[src/hw/ext_bus_pkg.sv]
package ext_bus_pkg;
	localparam int WAIT_FIELD_W = 4;
	localparam logic [3:0] WAIT_FIELD_RESET = 4'h0;
	localparam int AREA_COUNT = 8;
	localparam int ADDR_W = 24;
	localparam int DATA_W = 16;
	localparam logic [7:0] AREA_SEL_IDLE = 8'hFF;
	localparam int RELEASE_MIN_STATES = 3;
	localparam logic [1:0] REQ_CNT_RELEASE = 2'h2;
	localparam int RELEASE_HIGH_SAMPLES = 2;
	localparam logic [4:0] WAIT_CNT_ONE = 5'h01;
endpackage : ext_bus_pkg

[src/hw/wait_seq_if.sv]
`timescale 1ns/1ps
interface wait_seq_if;
	logic start;
	logic [3:0] wait_field;
	logic wait_request_n;
	logic in_second;
	logic in_wait;
	logic in_final;
	logic done;
	modport ctrl (output start, output wait_field, output wait_request_n,
		input in_second, input in_wait, input in_final, input done);
	modport seq (input start, input wait_field, input wait_request_n,
		output in_second, output in_wait, output in_final, output done);
endinterface : wait_seq_if

[src/hw/access_wait_seq.sv]
`timescale 1ns/1ps
module access_wait_seq
	import ext_bus_pkg::*;
(
	input wire logic ref_clk_i,
	input wire logic reset_i,
	wait_seq_if.seq ws
);
	typedef enum logic [1:0] {ST_IDLE, ST_SECOND, ST_WAIT, ST_FINAL} seq_state_t;
	seq_state_t state, next_state;
	logic [4:0] wait_left, next_wait_left;

	always_comb begin
		next_state = state;
		next_wait_left = wait_left;
		case (state)
			ST_IDLE: begin
				if (ws.start) begin
					next_state = ST_SECOND;
				end
			end
			ST_SECOND: begin
				// Field value plus one gives the wait count, so zero still yields one wait.
				next_wait_left = {1'b0, ws.wait_field} + WAIT_CNT_ONE;
				next_state = ST_WAIT;
			end
			ST_WAIT: begin
				if (wait_left > WAIT_CNT_ONE) begin
					next_wait_left = wait_left - WAIT_CNT_ONE;
				end else if (!ws.wait_request_n) begin
					// Pin wait extends only after the programmed waits have run out.
					next_wait_left = wait_left;
				end else begin
					next_state = ST_FINAL;
				end
			end
			ST_FINAL: begin
				next_state = ws.start ? ST_SECOND : ST_IDLE;
			end
			default: begin
				next_state = ST_IDLE;
			end
		endcase
	end

	always_ff @(posedge ref_clk_i) begin
		if (reset_i) begin
			state <= ST_IDLE;
			wait_left <= 5'h00;
		end else begin
			state <= next_state;
			wait_left <= next_wait_left;
		end
	end

	assign ws.in_second = (state == ST_SECOND);
	assign ws.in_wait = (state == ST_WAIT);
	assign ws.in_final = (state == ST_FINAL);
	assign ws.done = (state == ST_FINAL);
endmodule : access_wait_seq

[src/hw/ext_bus_wait_and_arbiter.sv]
// How it works
// - A wait field of zero still gives one inserted wait state.
// - Back-to-back sequential reads keep the read strobe low throughout.
// - Programmed waits of one to sixteen sit between second and final states.
// - Pin wait starts after programmed waits; a low request adds a wait.
// - While the wait request stays low, waits continue; final follows high.
// - The external master wins over the processor when both request.
// - The granted requester keeps the bus until its grant is withdrawn.
// - Requests are sampled always; handover happens only at release points.
// - Processor hands over only at cycle ends, never inside a paired access.
// - During internal processor work the bus is released once the running access ends.
// - In power-down no new access starts; the bus is released once any running access ends.
// - Released bus holds all outputs and drives the grant low.
// - The request is sampled every rising clock edge.
// - Two consecutive high samples end the release and raise the grant.
// - At least three states pass from request low to release.
// - Wait count equals field value plus one.
// - Areas using the wait request pin are set to two or more waits.
`timescale 1ns/1ps
module ext_bus_wait_and_arbiter
	import ext_bus_pkg::*;
(
	input wire logic ref_clk_i,
	input wire logic reset_i,
	// Processor access request and completion
	input wire logic cpu_req_i,
	input wire logic cpu_write_i,
	input wire logic cpu_seq_i,
	input wire logic cpu_pair_first_i,
	input wire logic [1:0] cpu_lanes_i,
	input wire logic [2:0] cpu_area_i,
	input wire logic [ADDR_W-1:0] cpu_addr_i,
	input wire logic [DATA_W-1:0] cpu_wdata_i,
	input wire logic [WAIT_FIELD_W-1:0] program_wait_count_i,
	input wire logic cpu_internal_op_i,
	input wire logic cpu_power_down_i,
	output logic cpu_done_o,
	output logic [DATA_W-1:0] cpu_rdata_o,
	// External bus pins
	input wire logic wait_request_n_i,
	input wire logic ext_master_req_n_i,
	input wire logic [DATA_W-1:0] data_in_i,
	output logic ext_master_grant_n_o,
	output logic address_strobe_n_o,
	output logic read_strobe_n_o,
	output logic upper_write_strobe_n_o,
	output logic lower_write_strobe_n_o,
	output logic [AREA_COUNT-1:0] area_select_n_o,
	output logic [ADDR_W-1:0] address_o,
	output logic [DATA_W-1:0] data_out_o,
	output logic data_oe_o
);
	typedef enum logic [1:0] {OWN_CPU, OWN_HANDOVER, OWN_EXT} owner_t;
	owner_t owner, next_owner;
	logic [1:0] req_cnt, next_req_cnt;
	logic high_seen, next_high_seen;
	logic cycle_active, next_cycle_active;
	logic pair_lock, next_pair_lock;
	logic grant_n, next_grant_n;
	logic as_n, next_as_n;
	logic rd_n, next_rd_n;
	logic [1:0] wr_n, next_wr_n;
	logic [AREA_COUNT-1:0] cs_n, next_cs_n;
	logic [ADDR_W-1:0] addr, next_addr;
	logic [DATA_W-1:0] dout, next_dout;
	logic doe, next_doe;
	logic done, next_done;
	logic [DATA_W-1:0] rdata, next_rdata;
	logic cur_write, next_cur_write;
	logic cur_seq, next_cur_seq;
	logic start_ok;

	wait_seq_if ws();

	access_wait_seq u_seq (
		.ref_clk_i(ref_clk_i),
		.reset_i(reset_i),
		.ws(ws)
	);

	function automatic logic [AREA_COUNT-1:0] area_decode(input logic [2:0] area);
		area_decode = AREA_SEL_IDLE;
		area_decode[area] = 1'b0;
	endfunction : area_decode

	// A new processor access starts only while the processor keeps the bus.
	assign start_ok = (owner == OWN_CPU) && cpu_req_i && !cpu_power_down_i
		&& (!cycle_active || ws.in_final);
	assign ws.start = start_ok && !(req_cnt == REQ_CNT_RELEASE && !pair_lock);
	assign ws.wait_field = program_wait_count_i;
	assign ws.wait_request_n = wait_request_n_i;

	always_comb begin
		next_owner = owner;
		next_req_cnt = req_cnt;
		next_high_seen = high_seen;
		next_cycle_active = cycle_active;
		next_pair_lock = pair_lock;
		next_grant_n = grant_n;
		next_as_n = as_n;
		next_rd_n = rd_n;
		next_wr_n = wr_n;
		next_cs_n = cs_n;
		next_addr = addr;
		next_dout = dout;
		next_doe = doe;
		next_done = 1'b0;
		next_rdata = rdata;
		next_cur_write = cur_write;
		next_cur_seq = cur_seq;
		// The request is sampled on every edge and counted toward the release delay.
		if (ext_master_req_n_i) begin
			next_req_cnt = 2'h0;
		end else if (req_cnt != REQ_CNT_RELEASE) begin
			next_req_cnt = req_cnt + 2'h1;
		end
		if (ws.in_final) begin
			next_done = 1'b1;
			next_cycle_active = 1'b0;
			if (!cur_write) begin
				next_rdata = data_in_i;
			end
			next_as_n = 1'b1;
			next_wr_n = 2'b11;
			if (!(cpu_seq_i && !cpu_write_i && ws.start && cur_seq)) begin
				next_rd_n = 1'b1;
			end
			next_cs_n = AREA_SEL_IDLE;
			next_doe = 1'b0;
		end
		if (ws.start) begin
			next_cycle_active = 1'b1;
			next_pair_lock = cpu_pair_first_i;
			next_cur_write = cpu_write_i;
			next_cur_seq = cpu_seq_i;
			next_addr = cpu_addr_i;
			next_as_n = 1'b0;
			next_cs_n = area_decode(cpu_area_i);
			next_rd_n = cpu_write_i;
			next_wr_n = cpu_write_i ? ~cpu_lanes_i : 2'b11;
			next_dout = cpu_wdata_i;
			next_doe = cpu_write_i;
		end else if (ws.in_final) begin
			next_pair_lock = 1'b0;
		end
		case (owner)
			OWN_CPU: begin
				// Internal work or power-down moves to handover before the final state; the grant still waits for the access to end.
				if (req_cnt == REQ_CNT_RELEASE && !pair_lock &&
					(!cycle_active || ws.in_final ||
					cpu_internal_op_i || cpu_power_down_i)) begin
					next_owner = OWN_HANDOVER;
				end
			end
			OWN_HANDOVER: begin
				if (!cycle_active) begin
					next_owner = OWN_EXT;
					next_grant_n = 1'b0;
					next_high_seen = 1'b0;
					next_doe = 1'b0;
				end
			end
			OWN_EXT: begin
				// Pins keep their held values; only two high samples end the release.
				if (ext_master_req_n_i) begin
					next_high_seen = 1'b1;
					if (high_seen) begin
						next_owner = OWN_CPU;
						next_grant_n = 1'b1;
					end
				end else begin
					next_high_seen = 1'b0;
				end
			end
			default: begin
				next_owner = OWN_CPU;
			end
		endcase
	end

	always_ff @(posedge ref_clk_i) begin
		if (reset_i) begin
			owner <= OWN_CPU;
			req_cnt <= 2'h0;
			high_seen <= 1'b0;
			cycle_active <= 1'b0;
			pair_lock <= 1'b0;
			grant_n <= 1'b1;
			as_n <= 1'b1;
			rd_n <= 1'b1;
			wr_n <= 2'b11;
			cs_n <= AREA_SEL_IDLE;
			addr <= '0;
			dout <= '0;
			doe <= 1'b0;
			done <= 1'b0;
			rdata <= '0;
			cur_write <= 1'b0;
			cur_seq <= 1'b0;
		end else begin
			owner <= next_owner;
			req_cnt <= next_req_cnt;
			high_seen <= next_high_seen;
			cycle_active <= next_cycle_active;
			pair_lock <= next_pair_lock;
			grant_n <= next_grant_n;
			as_n <= next_as_n;
			rd_n <= next_rd_n;
			wr_n <= next_wr_n;
			cs_n <= next_cs_n;
			addr <= next_addr;
			dout <= next_dout;
			doe <= next_doe;
			done <= next_done;
			rdata <= next_rdata;
			cur_write <= next_cur_write;
			cur_seq <= next_cur_seq;
		end
	end

	assign ext_master_grant_n_o = grant_n;
	assign address_strobe_n_o = as_n;
	assign read_strobe_n_o = rd_n;
	assign upper_write_strobe_n_o = wr_n[1];
	assign lower_write_strobe_n_o = wr_n[0];
	assign area_select_n_o = cs_n;
	assign address_o = addr;
	assign data_out_o = dout;
	assign data_oe_o = doe;
	assign cpu_done_o = done;
	assign cpu_rdata_o = rdata;
endmodule : ext_bus_wait_and_arbiter

[config.mk]
export PLATFORM = sky130hd
export DESIGN_NAME = ext_bus_wait_and_arbiter
export DESIGN_NICKNAME = d
export VERILOG_FILES = /design/src/hw/ext_bus_pkg.sv /design/src/hw/wait_seq_if.sv /design/src/hw/access_wait_seq.sv /design/src/hw/ext_bus_wait_and_arbiter.sv
export SDC_FILE = /design/constraint.sdc
export NUM_CORES = 1
export LEC_CHECK = 0
export BUFFER_PORTS_ARGS = -buffer_cell sky130_fd_sc_hd__clkbuf_2
export CORE_AREA = 2 2 98 100
export DETAILED_ROUTE_END_ITERATION = 16
export DIE_AREA = 0 0 100 102
export GPL_TIMING_DRIVEN = 0
export PLACE_DENSITY = 0.78
export SLEW_MARGIN = 15
export SYNTH_ARGS = -nofsm -noshare
export SYNTH_HDL_FRONTEND = slang
export SYNTH_HIERARCHICAL = 1
export SYNTH_SLANG_ARGS = --single-unit
[constraint.sdc]
create_clock -name ref_clk_i -period 2 [get_ports ref_clk_i]
set_input_delay 0.4 -clock ref_clk_i [delete_from_list [all_inputs] [get_ports ref_clk_i]]
set_output_delay 0.4 -clock ref_clk_i [all_outputs]
set_load 0.05 [all_outputs]
; ---- After elaboration in Yosys (flattened, before gate mapping)
; Index checks and enable logic that the tools add are counted.
; Widths: inputs -> output; s select.
[classes]
n_reduce_logical = 31
n_mux = 38
n_bitwise = 3
eq_ne = 16
add_sub_neg = 3
magnitude_cmp = 3
[ops]
columns = cell, count
row1 = $mux 2, 10
row2 = $mux 1, 19
row3 = $mux 8, 2
row4 = $ne 2x2->1 const B, 7
row5 = $logic_and 1x1->1, 10
row6 = $pmux 5 s2, 1
row7 = $eq 2x2->1 const B, 4
row8 = $not 8->8, 1
row9 = $pmux 2 s4, 1
row10 = $reduce_and 2->1, 4
row11 = $reduce_and 4->1, 2
row12 = $ne 2x1->1 const B, 3
row13 = $pmux 2 s3, 1
row14 = $reduce_bool 2->1, 3
row15 = $add 4x1->5 const B, 1
row16 = $gt 5x1->1 const B, 1
row17 = $logic_not 1->1, 5
row18 = $mux 5, 1
row19 = $sub 5x1->5 const B, 1
row20 = $eq 2x1->1 const B, 2
row21 = $logic_not 2->1, 2
row22 = $lt 3x4->1 const B, 1
row23 = $pmux 1 s2, 2
row24 = $demux 1 s3, 1
row25 = other kinds (7), 9
[word_totals]
out_inout_bits = 71
ff_bits = 87
in_bits = 75
wordCells = 113

; ---- Logic depth before layout (Yosys ltp)
[logic_depth]
depth_word = 10
ltp_mapped = 9

; ---- By module
; Netlist, hierarchy kept.
[by_module_without_submodules]
columns = mod, area_each_um2, cells_per_inst, instances
row1 = ext_bus_wait_and_arbiter, 3339.5, 367, 1
row2 = access_wait_seq, 561.8, 67, 1

; ---- Worst setup path after synthesis
; No wires, ideal clock.
[synth_timing]
path_kind = register -> register
start = register u_seq.state[1]
end = register u_seq.state[0]
setup_ps = 122
arrival_ps = 1830
stages_incl_launch_ff = 9
period_less_slack_ps = 1952
slack_ps = 48
t_required_ps = 1878
cell_sequence = dfxtp_1 > ha_1 > buf_4 > clkbuf_1 > nand2b_1 > nand3_1 > clkinv_1 > a21o_1 > o311a_1
[synth_between]
elab_chain_cells = 6
elab_cells_between_ends = 13
[synth_lines]
columns = item, line
row1 = from (decl), access_wait_seq.sv:10  ; seq_state_t state, next_state;
row2 = from (signal assigned), access_wait_seq.sv:51  ; state <= next_state;
row3 = $eq 2x2->1, "access_wait_seq.sv:16, access_wait_seq.sv:58"
row4 = $logic_or 1x1->1, ext_bus_wait_and_arbiter.sv:88  ; && (!cycle_active || ws.in_final);
row5 = $logic_and 1x1->1, ext_bus_wait_and_arbiter.sv:88
row6 = $logic_and 1x1->1, ext_bus_wait_and_arbiter.sv:89  ; assign ws.start = start_ok && !(req_cnt == REQ_CNT_RELEASE && !pair_lock);
row7 = $mux 1 or $ne 2x1->1 (tied branches), n/a
row8 = $pmux 2 s4 or $reduce_and 3->1 (tied branches), n/a
; Parallel ways exist; a longest one is shown, timed or not.
; A chain may end at the register's enable or synchronous reset.

; ---- Worst setup path in the final report
; Same ends and word-level chain as after synthesis.

==> results.ini <==
[layout]
final_common_cell = clkbuf_2
num-fill-cells = 869
fin_util = 0.551
ff_latch_area_sq_um = 1720
multiInputGateArea_sq_um = 1920
layout_common_cells = clkbuf_2, dfxtp_1, a21oi_1
diodes = 0
drive_gt1_frac = 0.346
area_growth_syn_to_layout_pct = 28.6
fin_nets = 670

[clock_network]
clk_latency_ns = 0.35
post_cts_buffers = 0
htreeDepth = 3
cts-root-buf = clkbuf_8
clock_sink_count = 86
cts_tree = built
clk_pin_slew_ns = 0.08
numCtsBuffers = 9
cts_max_path_buffers = 2
hold_buffers = 0

[grt]
busiest_layer = met2
met2_usage = 0.345
gr-usage-met1 = 0.248
grt_start_max_net_pins = 15
overflow = 0
grt_pass1_wl_mm = 16.5
grt_usage = 0.200
grt_util_met3 = 0.0465
antenna_found_initial = 0
first_global_vias = 3557

[synth]
syn_inst = 434
synth_warnings = 6
post_synth_num_cell_types = 51
syn_area_sq_um = 3900
ys_ff_latch = 86
synth.avg_cell_area_sq_um = 8.99
synth_edf_count = 0
synth_fp_nets = 517
synthArstFlopShare = 0
synth_flop_cell = dfxtp_1
synth-seq-area-share = 0.441

[setup_path]
crit_type = reg -> reg
worst_setup_path_start_kind = flip-flop
cpLargestDelayFamily = compound AO/OA/AOI/OAI gates
arrival_ns = 2.13
cpPeakStageDelay_ns = 0.36
critPathRequiredTime_ns = 2.24
crit_chain = ha_1, buf_4, nand2b_2, nand3_2, clkinv_2, a21o_1, o311a_1
r2r_slack_ns = 0.11
crit_buf_inv = 2
r2r-end = u_seq/state[0]
r2r-start = u_seq/state[1]
endpoint_kind = flip-flop
rr_worst_depth = 7
path_max_fanout = 11
cp_slowest_cell = dfxtp_1

[sta]
clock.fmax_ghz = 0.529
maxSlewViolCount = 0
finalClockSkew_ns = 0.00998
finalCriticalPeriod_ns = 1.89
rsz0062_at_grt = false
worstMarginPinSlew_ns = 0.514
period_share = 0.946
hold_viol = 0
setup_viol = 0
hold_slack_ns = 0.267
relSlewSlack = 0.658

[min_path]
whs_endpoint = cpu_rdata_o[7]
hp-start = data_in_i[7]
hold_path_depth = 3
holdCritPathClass = in -> reg

[routing]
drt_iter0_drc = 138
via_per_inst = 5.45
vias = 3828
remaining_drc_errors = 0
avgRoutedWirePerCell_um = 14.8
wirelength_mm = 10.4
ant_nets = 0
firstDrtPassIters = 6

[placement]
hpwlAfterDp_mm = 7.79
gp_congestion = 0.827
portBuffers = 144

[power_and_ir_drop]
p_leak_nw = 2.12
p_total_mw = 4.09
powerDensity_nw_per_um2 = 816
ir_drop_mv = 0.369

[floorplanning]
floorplan.initialDensity = 0.428
dieArea_sq_um = 10200
die_w_um = 100
core_area_sq_um = 9110
die_y_um = 102
num_rows = 35
ios = 146

[run]
drv_cap = 0

[run_status]
status = completed

sequential cells by signal, indices dropped and copies added, names as in the netlist:
name                  count
address_o                24
address_strobe_n_o        1
area_select_n_o           8
cpu_done_o                1
cpu_rdata_o              16
cur_write                 1
cycle_active              1
data_oe_o                 1
data_out_o               16
ext_master_grant_n_o      1
high_seen                 1
owner                     2
pair_lock                 1
read_strobe_n_o           1
req_cnt                   2
u_seq/state               2
u_seq/wait_left           5
wr_n                      2
power by group:
| part | switching (mW) | internal, mW |
|---|---|---|
| combinational | 0.524 | 0.270 |
| clock | 0.614 | 0.836 |
| sequential | 0.0596 | 1.79 |
kinds of logic after synthesis:
group / synth area share
AOI/OAI and AO/OA: 0.224
xor gates and xnor gates: 0.00898
adders and majority gates: 0.0257
buffers and inverters: 0.0674
DFF: 0.441
muxes: 0.0128
and+or+nand+nor: 0.220
stage by stage:
step                      TNS [ns]  setup slack [ns]  std cells  instance area (sq um)
final                            0             0.109        703                   5020
after global routing             0           0.00361        703                   5020
after CTS                        0           0.00340        704                   5000
after detailed placement     -9.54            -0.336        689                   4760
after global placement       -7.40            -0.303        689                   4760
after floorplan                  0            0.0480        434                   3900
worst max path at each step:
stage | end | slack (ns) | cells past startpoint | startpoint
after floorplan | u_seq/state[0] | 0.05 | 8 | u_seq/state[1]
after global placement | u_seq/state[0] | -0.30 | 8 | u_seq/state[1]
after detailed placement | u_seq/state[0] | -0.34 | 8 | u_seq/state[1]
after CTS | area_select_n_o[2] | 0.003 | 6 | u_seq/state[1]
after global routing | address_o[23] | 0.004 | 7 | req_cnt[0]
final | u_seq/state[0] | 0.11 | 7 | u_seq/state[1]
layout make-up:
class / instances / share of cell area
plain buffers: 44 / 0.0459
clock buffers: 11 / 0.0262
clock inverters: 5 / 0.0212
inverters: 11 / 0.00848
multi-input cells: 291 / 0.384
flip-flops and latches: 86 / 0.343
well taps: 111 / 0.0277
repair buffers: 144 / 0.144
worst reg2reg max path, delay by kind of cell (launching register included):
kind	cells	cell delay [ns]
compound gates	2	0.50
fa+ha+maj	1	0.21
simple gates	2	0.37
flops	1	0.36
buf+inv	2	0.35
metal layers:
metal,share of wire,wire length (um),up-vias
li1,-,-,1906
met5,0,0,-
met3,0.064,670,13
met2,0.50,5150,113
met1,0.43,4430,1796
met4,0.014,143,0
synth_stat cells, types with 2 or more instances:
master	instances	share of area
o31ai_1	28	0.054
nand3_1	6	0.0077
inv_1	10	0.0096
buf_4	5	0.0096
a2111oi_0	2	0.0045
nand4_1	28	0.045
nor3_1	7	0.0090
nor2b_1	6	0.0096
ha_1	8	0.026
mux2i_1	5	0.013
o32a_1	6	0.015
and3_1	2	0.0032
buf_6	3	0.0087
nor2_1	15	0.014
o21a_1	2	0.0038
dfxtp_1	86	0.44
nor3b_1	3	0.0058
a21o_1	2	0.0038
buf_2	6	0.0077
a21oi_1	52	0.067
a211oi_1	2	0.0038
nand2b_1	17	0.027
nand2_1	41	0.039
o21ai_0	8	0.010
clkbuf_1	31	0.030
xor2_1	3	0.0067
nor4_2	11	0.035
a31o_2	3	0.0067
a31o_1	10	0.022
a2bb2oi_1	2	0.0045
nor4_1	3	0.0048
a31oi_1	2	0.0032
what timing repair did:
action | in CTS | in global routing
endpoints found under the setup margin | 66 | 53
resized for setup | 1 | 26
gates cloned | 0 | 0
No activity file was read; power rests on OpenSTA's default activity.
